File: src/include/bmpm_pkg.sv
// Constants shared by the bus-mode pin multiplexer and its port core.
// Assumes a 32-bit APB register bus and a 16-pin shared port.
package bmpm_pkg;
   localparam int          GP_W          = 16;
   localparam int          ADDR_W        = 8;
   localparam int          DATA_W        = 32;
   localparam int          CFG_W         = 3;
   localparam int          REG_N         = 5;
   localparam logic [7:0]  OFF_CTRL      = 8'h00;
   localparam logic [7:0]  OFF_DIR       = 8'h04;
   localparam logic [7:0]  OFF_DATA      = 8'h08;
   localparam logic [7:0]  OFF_STAT      = 8'h0C;
   localparam logic [7:0]  OFF_MASK      = 8'h10;
   localparam int          SEL_CTRL      = 0;
   localparam int          SEL_DIR       = 1;
   localparam int          SEL_DATA      = 2;
   localparam int          SEL_STAT      = 3;
   localparam int          SEL_MASK      = 4;
   localparam int          CTRL_CFG_LSB  = 0;
   localparam int          CTRL_MODE_BIT = 8;
   localparam int          CTRL_TEST_BIT = 9;
   localparam int          CTRL_SCAN_BIT = 10;
   localparam logic [2:0]  CFG_LBI_ADDR  = 3'h0;
   localparam logic [2:0]  CFG_GPIO      = 3'h4;
   localparam logic [2:0]  CFG_RST       = 3'h7;
   localparam logic        DIR_RST_BIT   = 1'b0;
   localparam logic        DOUT_RST_BIT  = 1'b0;
   localparam logic        MASK_RST_BIT  = 1'b1;
endpackage

File: src/include/bmpm_gpio_if.sv
// Signals between the pin multiplexer and its general purpose port core.
// Assumes both ends run on the same clock.
`timescale 1ns/1ps
interface bmpm_gpio_if #(parameter int GPW = bmpm_pkg::GP_W);
   logic           en;
   logic [GPW-1:0] mask;
   logic [GPW-1:0] clr;
   logic [GPW-1:0] pins;
   logic [GPW-1:0] lvl;
   logic [GPW-1:0] status;
   logic           irq;
   modport ctrl (output en, mask, clr, pins, input lvl, status, irq);
   modport core (input en, mask, clr, pins, output lvl, status, irq);
endinterface

File: src/rtl/bmpm_gpio_core.sv
// Port core: input synchroniser, change detection, sticky status, masked interrupt.
// Assumes pins are sampled on pclk and clears arrive as one-cycle vectors.
`timescale 1ns/1ps
module bmpm_gpio_core #(
   parameter int GPW = bmpm_pkg::GP_W
) (
   input wire logic pclk,
   input wire logic presetn,
   bmpm_gpio_if.core g
);
   import bmpm_pkg::*;

   typedef struct packed {
      logic [GPW-1:0] s1;
      logic [GPW-1:0] s2;
      logic [GPW-1:0] s3;
      logic [GPW-1:0] stat;
   } bmpm_core_st_t;

   bmpm_core_st_t  q;
   bmpm_core_st_t  next_q;
   logic [GPW-1:0] evt;

   always_comb begin
      evt = '0;
      next_q = q;
      next_q.s1 = g.pins;
      next_q.s2 = q.s1;
      next_q.s3 = q.s2;
      if (g.en) begin
         evt = q.s2 ^ q.s3;
      end
      // A change in the clearing cycle still sets its bit.
      next_q.stat = (q.stat & ~g.clr) | evt;
   end

   always_ff @(posedge pclk or negedge presetn) begin
      if (!presetn) begin
         q <= '0;
      end else begin
         q <= next_q;
      end
   end

   assign g.lvl    = q.s2;
   assign g.status = q.stat;
   assign g.irq    = |(q.stat & ~g.mask);
endmodule

File: src/rtl/bmpm_top.sv
// Bus-mode pin multiplexer with general purpose port and APB register file.
// Assumes straps and pins are synchronous to pclk; pads resolve the enables.
// Operation
// - Strap low selects standard PCI host bus, strap high the de-multiplexed host bus.
// - In de-multiplexed mode the write/read line tells whether a host access writes or reads.
// - In PCI mode the write/read line is never driven.
// - A high test strap puts the device in test mode; it should be low in normal use.
// - Boundary scan is held inactive while its reset is low and operable while high.
// - In PCI mode with configuration 000 the shared pins carry the 16-bit local address.
// - In PCI mode with configuration 100 the shared pins form a 16-bit general port.
// - Each port pin is set as input or output by its direction bit.
// - An output pin is driven from its port data bit.
// - Reading port data returns the pin level for each input pin.
// - Level changes on port pins are detected and reported as interrupt events.
// - A per-pin mask stops a masked pin's change from causing an interrupt.
// - The open-drain interrupt is asserted while unmasked status stands and released after.
//
// Local design decisions: the register addresses and the APB interface to the registers.
`timescale 1ns/1ps
module bmpm_top #(
   parameter int GPW = bmpm_pkg::GP_W
) (
   input  wire logic                        pclk,
   input  wire logic                        presetn,
   input  wire logic                        psel,
   input  wire logic                        penable,
   input  wire logic                        pwrite,
   input  wire logic [bmpm_pkg::ADDR_W-1:0] paddr,
   input  wire logic [bmpm_pkg::DATA_W-1:0] pwdata,
   output logic      [bmpm_pkg::DATA_W-1:0] prdata,
   output logic                             pready,
   output logic                             pslverr,
   input  wire logic                        bus_mode_select,
   input  wire logic                        test_strap,
   input  wire logic                        scan_reset_n,
   output logic                             test_mode,
   output logic                             scan_enable,
   input  wire logic                        wr_line_i,
   output logic                             wr_line_o,
   output logic                             wr_line_oe_n,
   output logic                             bus_mode_select_write,
   input  wire logic [GPW-1:0]              general_port_pins_i,
   output logic      [GPW-1:0]              general_port_pins_o,
   output logic      [GPW-1:0]              general_port_pins_oe_n,
   input  wire logic [GPW-1:0]              local_addr_bus,
   output logic      [GPW-1:0]              bus_mode_select_addr,
   output logic                             irq,
   output logic                             irq_pin_o,
   output logic                             irq_pin_oe_n
);
   import bmpm_pkg::*;

   typedef struct packed {
      logic              mode;
      logic              test;
      logic              scan;
      logic [CFG_W-1:0]  cfg;
      logic [GPW-1:0]    dir;
      logic [GPW-1:0]    dout;
      logic [GPW-1:0]    mask;
      logic [DATA_W-1:0] rdata;
   } bmpm_top_st_t;

   bmpm_top_st_t     q;
   bmpm_top_st_t     next_q;
   logic [REG_N-1:0] sel;
   logic             acc_wr;
   logic             setup_rd;
   logic             gpio_mode;
   logic             lbi_mode;
   logic [GPW-1:0]   port_view;

   bmpm_gpio_if #(.GPW(GPW)) g ();

   // Address decode shared by the read capture and the write path.
   function automatic logic [REG_N-1:0] bmpm_decode(input logic [ADDR_W-1:0] a);
      logic [REG_N-1:0] s;
      s = '0;
      if (a == OFF_CTRL) begin
         s[SEL_CTRL] = 1'b1;
      end else if (a == OFF_DIR) begin
         s[SEL_DIR] = 1'b1;
      end else if (a == OFF_DATA) begin
         s[SEL_DATA] = 1'b1;
      end else if (a == OFF_STAT) begin
         s[SEL_STAT] = 1'b1;
      end else if (a == OFF_MASK) begin
         s[SEL_MASK] = 1'b1;
      end
      return s;
   endfunction

   assign sel       = bmpm_decode(paddr);
   assign acc_wr    = psel && penable && pwrite;
   assign setup_rd  = psel && !penable && !pwrite;
   assign gpio_mode = !q.mode && (q.cfg == CFG_GPIO);
   assign lbi_mode  = !q.mode && (q.cfg == CFG_LBI_ADDR);

   // Outputs show the data bit, inputs the synchronised pin level.
   assign port_view = (q.dout & q.dir) | (g.lvl & ~q.dir);

   always_comb begin
      next_q = q;
      next_q.mode = bus_mode_select;
      next_q.test = test_strap;
      next_q.scan = scan_reset_n;
      // Read data is captured in the setup cycle and shown in the access cycle.
      if (setup_rd) begin
         next_q.rdata = '0;
         if (sel[SEL_CTRL]) begin
            next_q.rdata[CTRL_CFG_LSB +: CFG_W] = q.cfg;
            next_q.rdata[CTRL_MODE_BIT]         = q.mode;
            next_q.rdata[CTRL_TEST_BIT]         = q.test;
            next_q.rdata[CTRL_SCAN_BIT]         = q.scan;
         end else if (sel[SEL_DIR]) begin
            next_q.rdata[GPW-1:0] = q.dir;
         end else if (sel[SEL_DATA]) begin
            next_q.rdata[GPW-1:0] = port_view;
         end else if (sel[SEL_STAT]) begin
            next_q.rdata[GPW-1:0] = g.status;
         end else if (sel[SEL_MASK]) begin
            next_q.rdata[GPW-1:0] = q.mask;
         end
      end
      if (acc_wr) begin
         if (sel[SEL_CTRL]) begin
            next_q.cfg = pwdata[CTRL_CFG_LSB +: CFG_W];
         end else if (sel[SEL_DIR]) begin
            next_q.dir = pwdata[GPW-1:0];
         end else if (sel[SEL_DATA]) begin
            next_q.dout = pwdata[GPW-1:0];
         end else if (sel[SEL_MASK]) begin
            next_q.mask = pwdata[GPW-1:0];
         end
      end
   end

   always_ff @(posedge pclk or negedge presetn) begin
      if (!presetn) begin
         q.mode  <= 1'b0;
         q.test  <= 1'b0;
         q.scan  <= 1'b0;
         q.cfg   <= CFG_RST;
         q.dir   <= {GPW{DIR_RST_BIT}};
         q.dout  <= {GPW{DOUT_RST_BIT}};
         q.mask  <= {GPW{MASK_RST_BIT}};
         q.rdata <= '0;
      end else begin
         q <= next_q;
      end
   end

   assign prdata  = q.rdata;
   assign pready  = 1'b1;
   assign pslverr = psel && penable && (sel == '0);

   assign g.en   = gpio_mode;
   assign g.mask = q.mask;
   assign g.pins = general_port_pins_i;
   assign g.clr  = (acc_wr && sel[SEL_STAT]) ? pwdata[GPW-1:0] : '0;

   bmpm_gpio_core #(.GPW(GPW)) u_core (
      .pclk    (pclk),
      .presetn (presetn),
      .g       (g)
   );

   // Shared pins: local address, general port, or host address input.
   always_comb begin
      general_port_pins_o    = '0;
      general_port_pins_oe_n = '1;
      if (lbi_mode) begin
         general_port_pins_o    = local_addr_bus;
         general_port_pins_oe_n = '0;
      end else if (gpio_mode) begin
         general_port_pins_o    = q.dout;
         general_port_pins_oe_n = ~q.dir;
      end
   end

   assign bus_mode_select_addr   = q.mode ? general_port_pins_i : '0;
   // The write/read line is only ever an input here.
   assign wr_line_o    = 1'b0;
   assign wr_line_oe_n = 1'b1;
   assign bus_mode_select_write  = q.mode && wr_line_i;

   assign test_mode    = q.test;
   assign scan_enable  = q.scan;

   assign irq          = g.irq;
   assign irq_pin_o    = 1'b0;
   assign irq_pin_oe_n = !g.irq;
endmodule

File: config.mk
export PLATFORM = sky130hd
export DESIGN_NAME = bmpm_top
export DESIGN_NICKNAME = d
export VERILOG_FILES = /design/src/include/bmpm_pkg.sv /design/src/include/bmpm_gpio_if.sv /design/src/rtl/bmpm_gpio_core.sv /design/src/rtl/bmpm_top.sv
export SDC_FILE = /design/constraint.sdc
export NUM_CORES = 1
export LEC_CHECK = 0
export BUFFER_PORTS_ARGS = -buffer_cell sky130_fd_sc_hd__buf_4
export CORE_MARGIN = 1
export CORE_UTILIZATION = 48
export DETAILED_ROUTE_END_ITERATION = 12
export PLACE_DENSITY = 0.86
export SYNTH_ARGS = -nofsm -noshare
export SYNTH_HDL_FRONTEND = slang
export SYNTH_SLANG_ARGS = --single-unit
File: constraint.sdc
create_clock -name pclk -period 1.45 [get_ports pclk]
set_input_delay 0.29 -clock pclk [delete_from_list [all_inputs] [get_ports pclk]]
set_output_delay 0.29 -clock pclk [all_outputs]
set_load 0.05 [all_outputs]
==> flow_summary_export.csv, run 1 <==
group,metric,value,unit
clock_tree,clock_sinks,134,
floorplanning,initial_core_util,49.8,%
timing,max_freq,474,MHz
setup_path,reg2reg_slack,-0.30,ns
run,drv_cap,0,
status,status,"finished, violations left",
setup_path,cp_slowest_stage_delay,0.59,ns
floorplanning,dieHeight,117,um
setup_path,r2r_end,"u_core.g.status[11]",
clock_tree,cts_inserted_buffers,17,
layout,nets,856,
setup_path,path_class,"register to primary output",
timing,setup_slack,-0.660,ns
placement,placed_cell_area,8350,um2
logic_synthesis,synthArstFlopShare,100,%
logic_synthesis,synth-main-ff-cell,"dfrtp_1",
power_and_ir_drop,ir_drop,0.949,mV
grt,antenna_found_initial,0,
drt,via_per_inst,6.25,
floorplanning,io_pins,171,
clock_tree,cts.clk_slew.worst_paths,0.07,ns
drt,drc,0,
setup_path,critPathMostFrequentCell,"buf_12",
logic_synthesis,syn_avg_cell_area,11.8,um2
setup_path,crit_buf_inv,3,
grt,grt_max_degree,43,
clock_tree,clock_latency,0.44,ns
clock_tree,cts_tree,"done",
placement,hpwl,12.5,mm
power_and_ir_drop,internal-power,0.00717,W
floorplanning,die_w,117,um
logic_synthesis,syn_inst,536,
timing,rsz0062_at_grt,"true",
timing,skew,0.0156,ns
drt,dr.pass1.iters,5,
timing,final_max_slew_viol_count,0,
setup_path,path_max_fanout,6,
drt,via_count,6004,
layout,antenna_cells,0,
clock_tree,cts.path.max_buffers,2,
drt,drt_iter0_drc,804,
setup_path,worst_r2r_path_depth,7,
timing,fin_crit,2.11,ns
setup_path,r2r-start,"q[85]",
timing,setup_viol,73,
power_and_ir_drop,switchingPower,0.00290,W
power_and_ir_drop,p_sw_share,28.8,%
power_and_ir_drop,power_frac_seq,39.0,%
placement,io_buffers,134,
grt,grt.total_usage,35.7,%
grt,grt_pass1_wl,35.1,mm
logic_synthesis,syn_area,6330,um2
setup_path,crit_start,"q[82]",
power_and_ir_drop,power_frac_comb,17.0,%
layout,area_growth,61.6,%
placement,place_congestion,0.854,
setup_path,crit_slowest_cell,"dfstp_2",
logic_synthesis,synth_seq_cells,134,
setup_path,path_cells,"buf_12 > buf_12 > mux2i_4 > nor2_4 > buf_8",
grt,gr-total-overflow,0,
power_and_ir_drop,leakage,4.74,nW
timing,timing.final.hold_violations,0,
timing,finalSetupTns,-31.25,ns
layout,drive_gt1_share,61.3,%
setup_path,worstPathArrival,1.82,ns
timing,slew_headroom,66.2,%
setup_path,cp-start-kind,"register",
setup_path,crit_cells,5,
floorplanning,dieArea,13700,um2
timing,finalCritPeriodShare,145,%
logic_synthesis,ys_types,46,
setup_path,cp-end-kind,"primary output",
logic_synthesis,synth_edf_count,0,
min_path,min_path_type,"input pin to register",
logic_synthesis,yosysSeqAreaShare,53.4,%
setup_path,crit_family,"flip-flops",
clock_tree,ctsHtreeMaxLevel,4,
power_and_ir_drop,power.share.clock,43.9,%
clock_tree,cts_root_buf,"clkbuf_16",
floorplanning,rows,41,
drt,ant_nets,0,
layout,fin_area,10200,um2
grt,grt_pass1_vias,6164,
drt,wl,25.5,mm
setup_path,cp-endpoint,"general_port_pins_o[6]",
status,violations,"negative setup slack",
drt,wire_per_inst,26.6,um
power_and_ir_drop,powerDensity,984,nW/um2
logic_synthesis,yosys_warnings,0,
timing,tightest_slew,0.504,ns
floorplanning,core,12700,um2
setup_path,crit_required,1.16,ns
power groups by stage:
stage               Sequential [W]  Clock, W  Combinational [W]
CTS                        0.00392   0.00429            0.00156
detailed placement         0.00398         0            0.00133
floorplan                  0.00397         0           0.000851
global placement           0.00397         0            0.00130
global route               0.00394   0.00456            0.00177
finish                     0.00393   0.00442            0.00171
cells in the final DEF (no fill, tap or decap), types with 4 or more instances in the layout:
master / synthesis / routed
inv_2: 0 / 8
mux2_2: 55 / 46
nor2_4: 0 / 17
buf_12: 1 / 16
o22ai_2: 0 / 4
mux2_4: 10 / 19
o21ai_1: 0 / 5
a22oi_1: 14 / 11
o21ai_4: 0 / 14
nand2_1: 25 / 24
o221ai_2: 0 / 7
dfstp_2: 19 / 19
dlygate4sd3_1: 0 / 20
o21ai_0: 33 / 11
o2bb2ai_1: 4 / 4
nor2_1: 25 / 6
buf_6: 3 / 55
conb_1: 2 / 20
o221ai_4: 0 / 9
a31o_2: 4 / 4
mux2i_4: 0 / 12
dfrtp_1: 115 / 113
xnor2_1: 16 / 16
buf_4: 36 / 162
a21oi_1: 16 / 16
inv_1: 17 / 9
a32o_1: 10 / 10
and2_4: 0 / 17
a21o_1: 14 / 14
mux2i_2: 0 / 4
clkbuf_16: 0 / 19
buf_8: 0 / 11
Yosys cell counts (17+ instances only):
library cell / number / area (um2)
and2_1: 17 / 106
buf_4: 36 / 270
clkbuf_1: 18 / 67.6
dfrtp_1: 115 / 2880
dfstp_2: 19 / 499
inv_1: 17 / 63.8
mux2_2: 55 / 619
nand2_1: 25 / 93.8
nor2_1: 25 / 93.8
o21ai_0: 33 / 165
cells by family after synthesis:
group / synth area share (%)
other: 0.119
muxes: 14.7
DFF: 53.4
buffers and inverters: 7.75
xor gates and xnor gates: 2.21
and+or+nand+nor: 8.06
AOI/OAI and AO/OA: 13.8
how the worst min path moves through the flow:
| stage | start | to | depth (start not counted) | slack, ns |
|---|---|---|---|---|
| 2_1_floorplan | presetn | prdata[0] | 0 | -0.006 |
| 3_3_place_gp | presetn | u_core.next_q[46] | 1 | 0.18 |
| 3_5_place_dp | presetn | u_core.next_q[46] | 1 | 0.19 |
| 4_1_cts | pwdata[14] | u_core.g.status[14] | 2 | 0.09 |
| 5_1_grt | pwdata[15] | u_core.g.status[15] | 2 | 0.11 |
| 6_report | pwdata[15] | u_core.g.status[15] | 2 | 0.12 |
layout make-up:
cell class	count	area (um2)
fill	634	2490
multi-input combinational	338	3390
tap	172	215
clock inverter	10	120
timing repair buffer	267	2600
clock buffer	22	464
sequential	134	3380
inverter	17	63.8
routing by layer:
layer / global-route usage, % / up-vias / part of all wire, %
met4: 19.7 / 2 / 5.8
met1: 43.1 / 2961 / 36
li1: - / 2339 / -
met3: 11.1 / 157 / 11
met5: 0 / - / 0.12
met2: 57.3 / 545 / 48
registers in the layout, indices dropped and copies added, names as in the netlist:
register	flops
scan_enable	1
test_mode	1
u_core.next_q	16
prdata	16
g.mask	16
u_core.g.lvl	16
u_core.g.status	16
q	36
u_core.q	16
worst reg2reg max path, cell delays in order (launching register included):
cell and delay (ns):
dfrtp_1 0.42, buf_12 0.16, nor3_4 0.31, buf_6 0.22, buf_6 0.13, nand2_8 0.07, buf_12 0.16, o221ai_2 0.17
repair_timing:
item,in CTS,in global routing
gates cloned,2,3
resized for setup,140,61
hold endpoints to repair,42,0
setup endpoints to repair,67,74
buffers inserted,9,12
hold buffers,20,0
pin swaps,14,28
per-stage QoR:
| step | util, % | cells | worst slack [ns] | hold slack, ns | power [W] |
|---|---|---|---|---|---|
| after floorplan | - | 554 | -0.237 | -0.00559 | 0.00483 |
| after global placement | 65.6 | 886 | -0.203 | 0.182 | 0.00527 |
| after detailed placement | 65.6 | 886 | -0.247 | 0.185 | 0.00531 |
| after CTS | 77.6 | 949 | -0.589 | 0.0891 | 0.00977 |
| after global routing | 80.4 | 960 | -0.666 | 0.114 | 0.0103 |
| final | 80.4 | 960 | -0.660 | 0.119 | 0.0101 |
Note: power is estimated with default switching activity, not from simulation.
==> run 2: changes to the inputs <==
--- a/config.mk
+++ b/config.mk
@@ -9,7 +9,7 @@
 export CORE_MARGIN = 1
 export CORE_UTILIZATION = 48
 export DETAILED_ROUTE_END_ITERATION = 12
-export PLACE_DENSITY = 0.86
+export PLACE_DENSITY = 0.77
 export SYNTH_ARGS = -nofsm -noshare
 export SYNTH_HDL_FRONTEND = slang
 export SYNTH_SLANG_ARGS = --single-unit
==> run 2 against run 1 <==
The run still ends with negative setup slack left; non-clock buffer count down 2; register-to-register slack better by 0.08 ns; die area unchanged; worst setup slack better by 0.035 ns; wire length down 7.2%; largest power group unchanged.
==> flow_summary_export.csv, run 2 (synthesized netlist as in run 1, its figures left out) <==
group,metric,value,unit
drt,drt_iter0_drc,545,
grt,gr-total-overflow,0,
floorplanning,initial_core_util,49.8,%
layout,drive_gt1_share,60.9,%
clock_tree,cts_tree,"done",
setup_path,reg2reg_slack,-0.22,ns
setup_path,r2r-start,"q[80]",
drt,drc,0,
setup_path,crit_start,"q[82]",
grt,grt_max_degree,39,
setup_path,worstPathArrival,1.79,ns
setup_path,crit_slowest_cell,"dfstp_2",
setup_path,critPathMostFrequentCell,"buf_4",
clock_tree,cts.clk_slew.worst_paths,0.06,ns
layout,mostFrequentLayoutCell,"buf_4",
clock_tree,ctsHtreeMaxLevel,4,
floorplanning,io_pins,171,
setup_path,crit_buf_inv,3,
setup_path,cp-end-kind,"primary output",
grt,grt_pass1_vias,6061,
setup_path,path_cells,"inv_1 > buf_4 > o21ai_4 > buf_4",
timing,skew,0.0102,ns
status,status,"finished, violations left",
setup_path,worst_r2r_path_depth,7,
min_path,min_path_type,"input pin to register",
setup_path,path_class,"register to primary output",
drt,ant_nets,0,
layout,final_core_util,79.8,%
placement,hpwl,12.7,mm
floorplanning,dieArea,13700,um2
setup_path,crit_family,"buffers and inverters",
grt,grt_pass1_wl,34.6,mm
setup_path,crit_required,1.16,ns
layout,mostFrequentLayoutCells,"163 x buf_4, 115 x dfrtp_1, 51 x buf_6",
setup_path,cp_slowest_stage_delay,0.59,ns
power_and_ir_drop,leakage,4.79,nW
drt,via_count,5754,
timing,max_freq,482,MHz
layout,area_growth,60.4,%
timing,fin_crit,2.08,ns
setup_path,r2r_end,"u_core.g.status[7]",
placement,place_congestion,0.899,
placement,post-place-ws,-0.244,ns
run,drv_cap,0,
clock_tree,clock_sinks,134,
floorplanning,core,12700,um2
clock_tree,cts_root_buf,"clkbuf_16",
setup_path,crit_cells,4,
setup_path,path_max_fanout,4,
grt,grt.total_usage,35.7,%
grt,antenna_found_initial,0,
timing,rsz0062_at_grt,"true",
drt,wire_per_inst,24.7,um
drt,via_per_inst,6.01,
status,violations,"negative setup slack",
timing,setup_slack,-0.625,ns
drt,dr.pass1.iters,6,
drt,wl,23.7,mm
layout,nets,854,
timing,finalSetupTns,-29.30,ns
clock_tree,cts_inserted_buffers,17,
floorplanning,rows,41,
floorplanning,die_w,117,um
layout,regMostFlops,"q",
placement,placed_cell_area,8430,um2
timing,final_max_slew_viol_count,0,
layout,fillCellCount,680,
floorplanning,dieHeight,117,um
layout,antenna_cells,0,
power_and_ir_drop,ir_drop,0.964,mV
timing,setup_viol,69,
setup_path,cp-endpoint,"general_port_pins_oe_n[9]",
timing,finalCritPeriodShare,143,%
power_and_ir_drop,powerDensity,1040,nW/um2
timing,timing.final.hold_violations,0,
layout,fin_area,10200,um2
setup_path,cp-start-kind,"register",
layout,largest_reg_flops,36,
placement,io_buffers,134,
clock_tree,clock_latency,0.43,ns
clock_tree,cts.path.max_buffers,2,
## run 2: power by group
part | internal [W] | switching [W] | leakage [nW]
registers | 0.00385 | 0.0000774 | 1.60
logic | 0.000685 | 0.000984 | 2.87
clock network | 0.00326 | 0.00168 | 0.323
## run 2: worst min-delay path by stage
stage / startpoint / endpoint / slack [ns] / depth (start not counted)
floorplan: presetn / prdata[0] / -0.006 / 0
global placement: presetn / u_core.next_q[46] / 0.21 / 1
detailed placement: presetn / u_core.next_q[46] / 0.21 / 1
CTS: pwdata[15] / u_core.g.status[15] / 0.09 / 2
global route: pwdata[15] / u_core.g.status[15] / 0.10 / 2
finish: pwdata[12] / u_core.g.status[12] / 0.11 / 2
## run 2: timing repair
item                                   in CTS  in global routing
cloned                                      4                  0
buffers inserted                            5                  6
setup endpoints to repair                  67                 73
pin swaps                                   8                  6
resized for setup                         129                 49
endpoints found under the hold margin      48                  0
hold buffers                               20                  0
## run 2: layer usage
metal	share of wire [%]	wire (um)	vias up	GRT usage, %
met5	0	0	-	0
met1	36	8500	2852	42.1
met4	5.4	1280	0	22.4
met3	9.3	2210	113	10.1
li1	-	-	2347	-
met2	49	11700	442	58.0
## run 2: layout make-up
class	count	area (um2)	share of cell area [%]
multi-input cells	338	3230	31.9
well taps	172	215	2.12
inverters	17	63.8	0.628
clock buffers	19	443	4.36
clock inverters	13	228	2.24
repair buffers	265	2590	25.5
flip-flops and latches	134	3380	33.3
## run 2: per-stage QoR
stage               total power, W  cells  hold slack, ns
floorplan                  0.00483    554        -0.00559
global placement           0.00529    895           0.209
detailed placement         0.00532    895           0.213
CTS                         0.0104    956          0.0911
global route                0.0108    958           0.101
finish                      0.0105    958           0.106
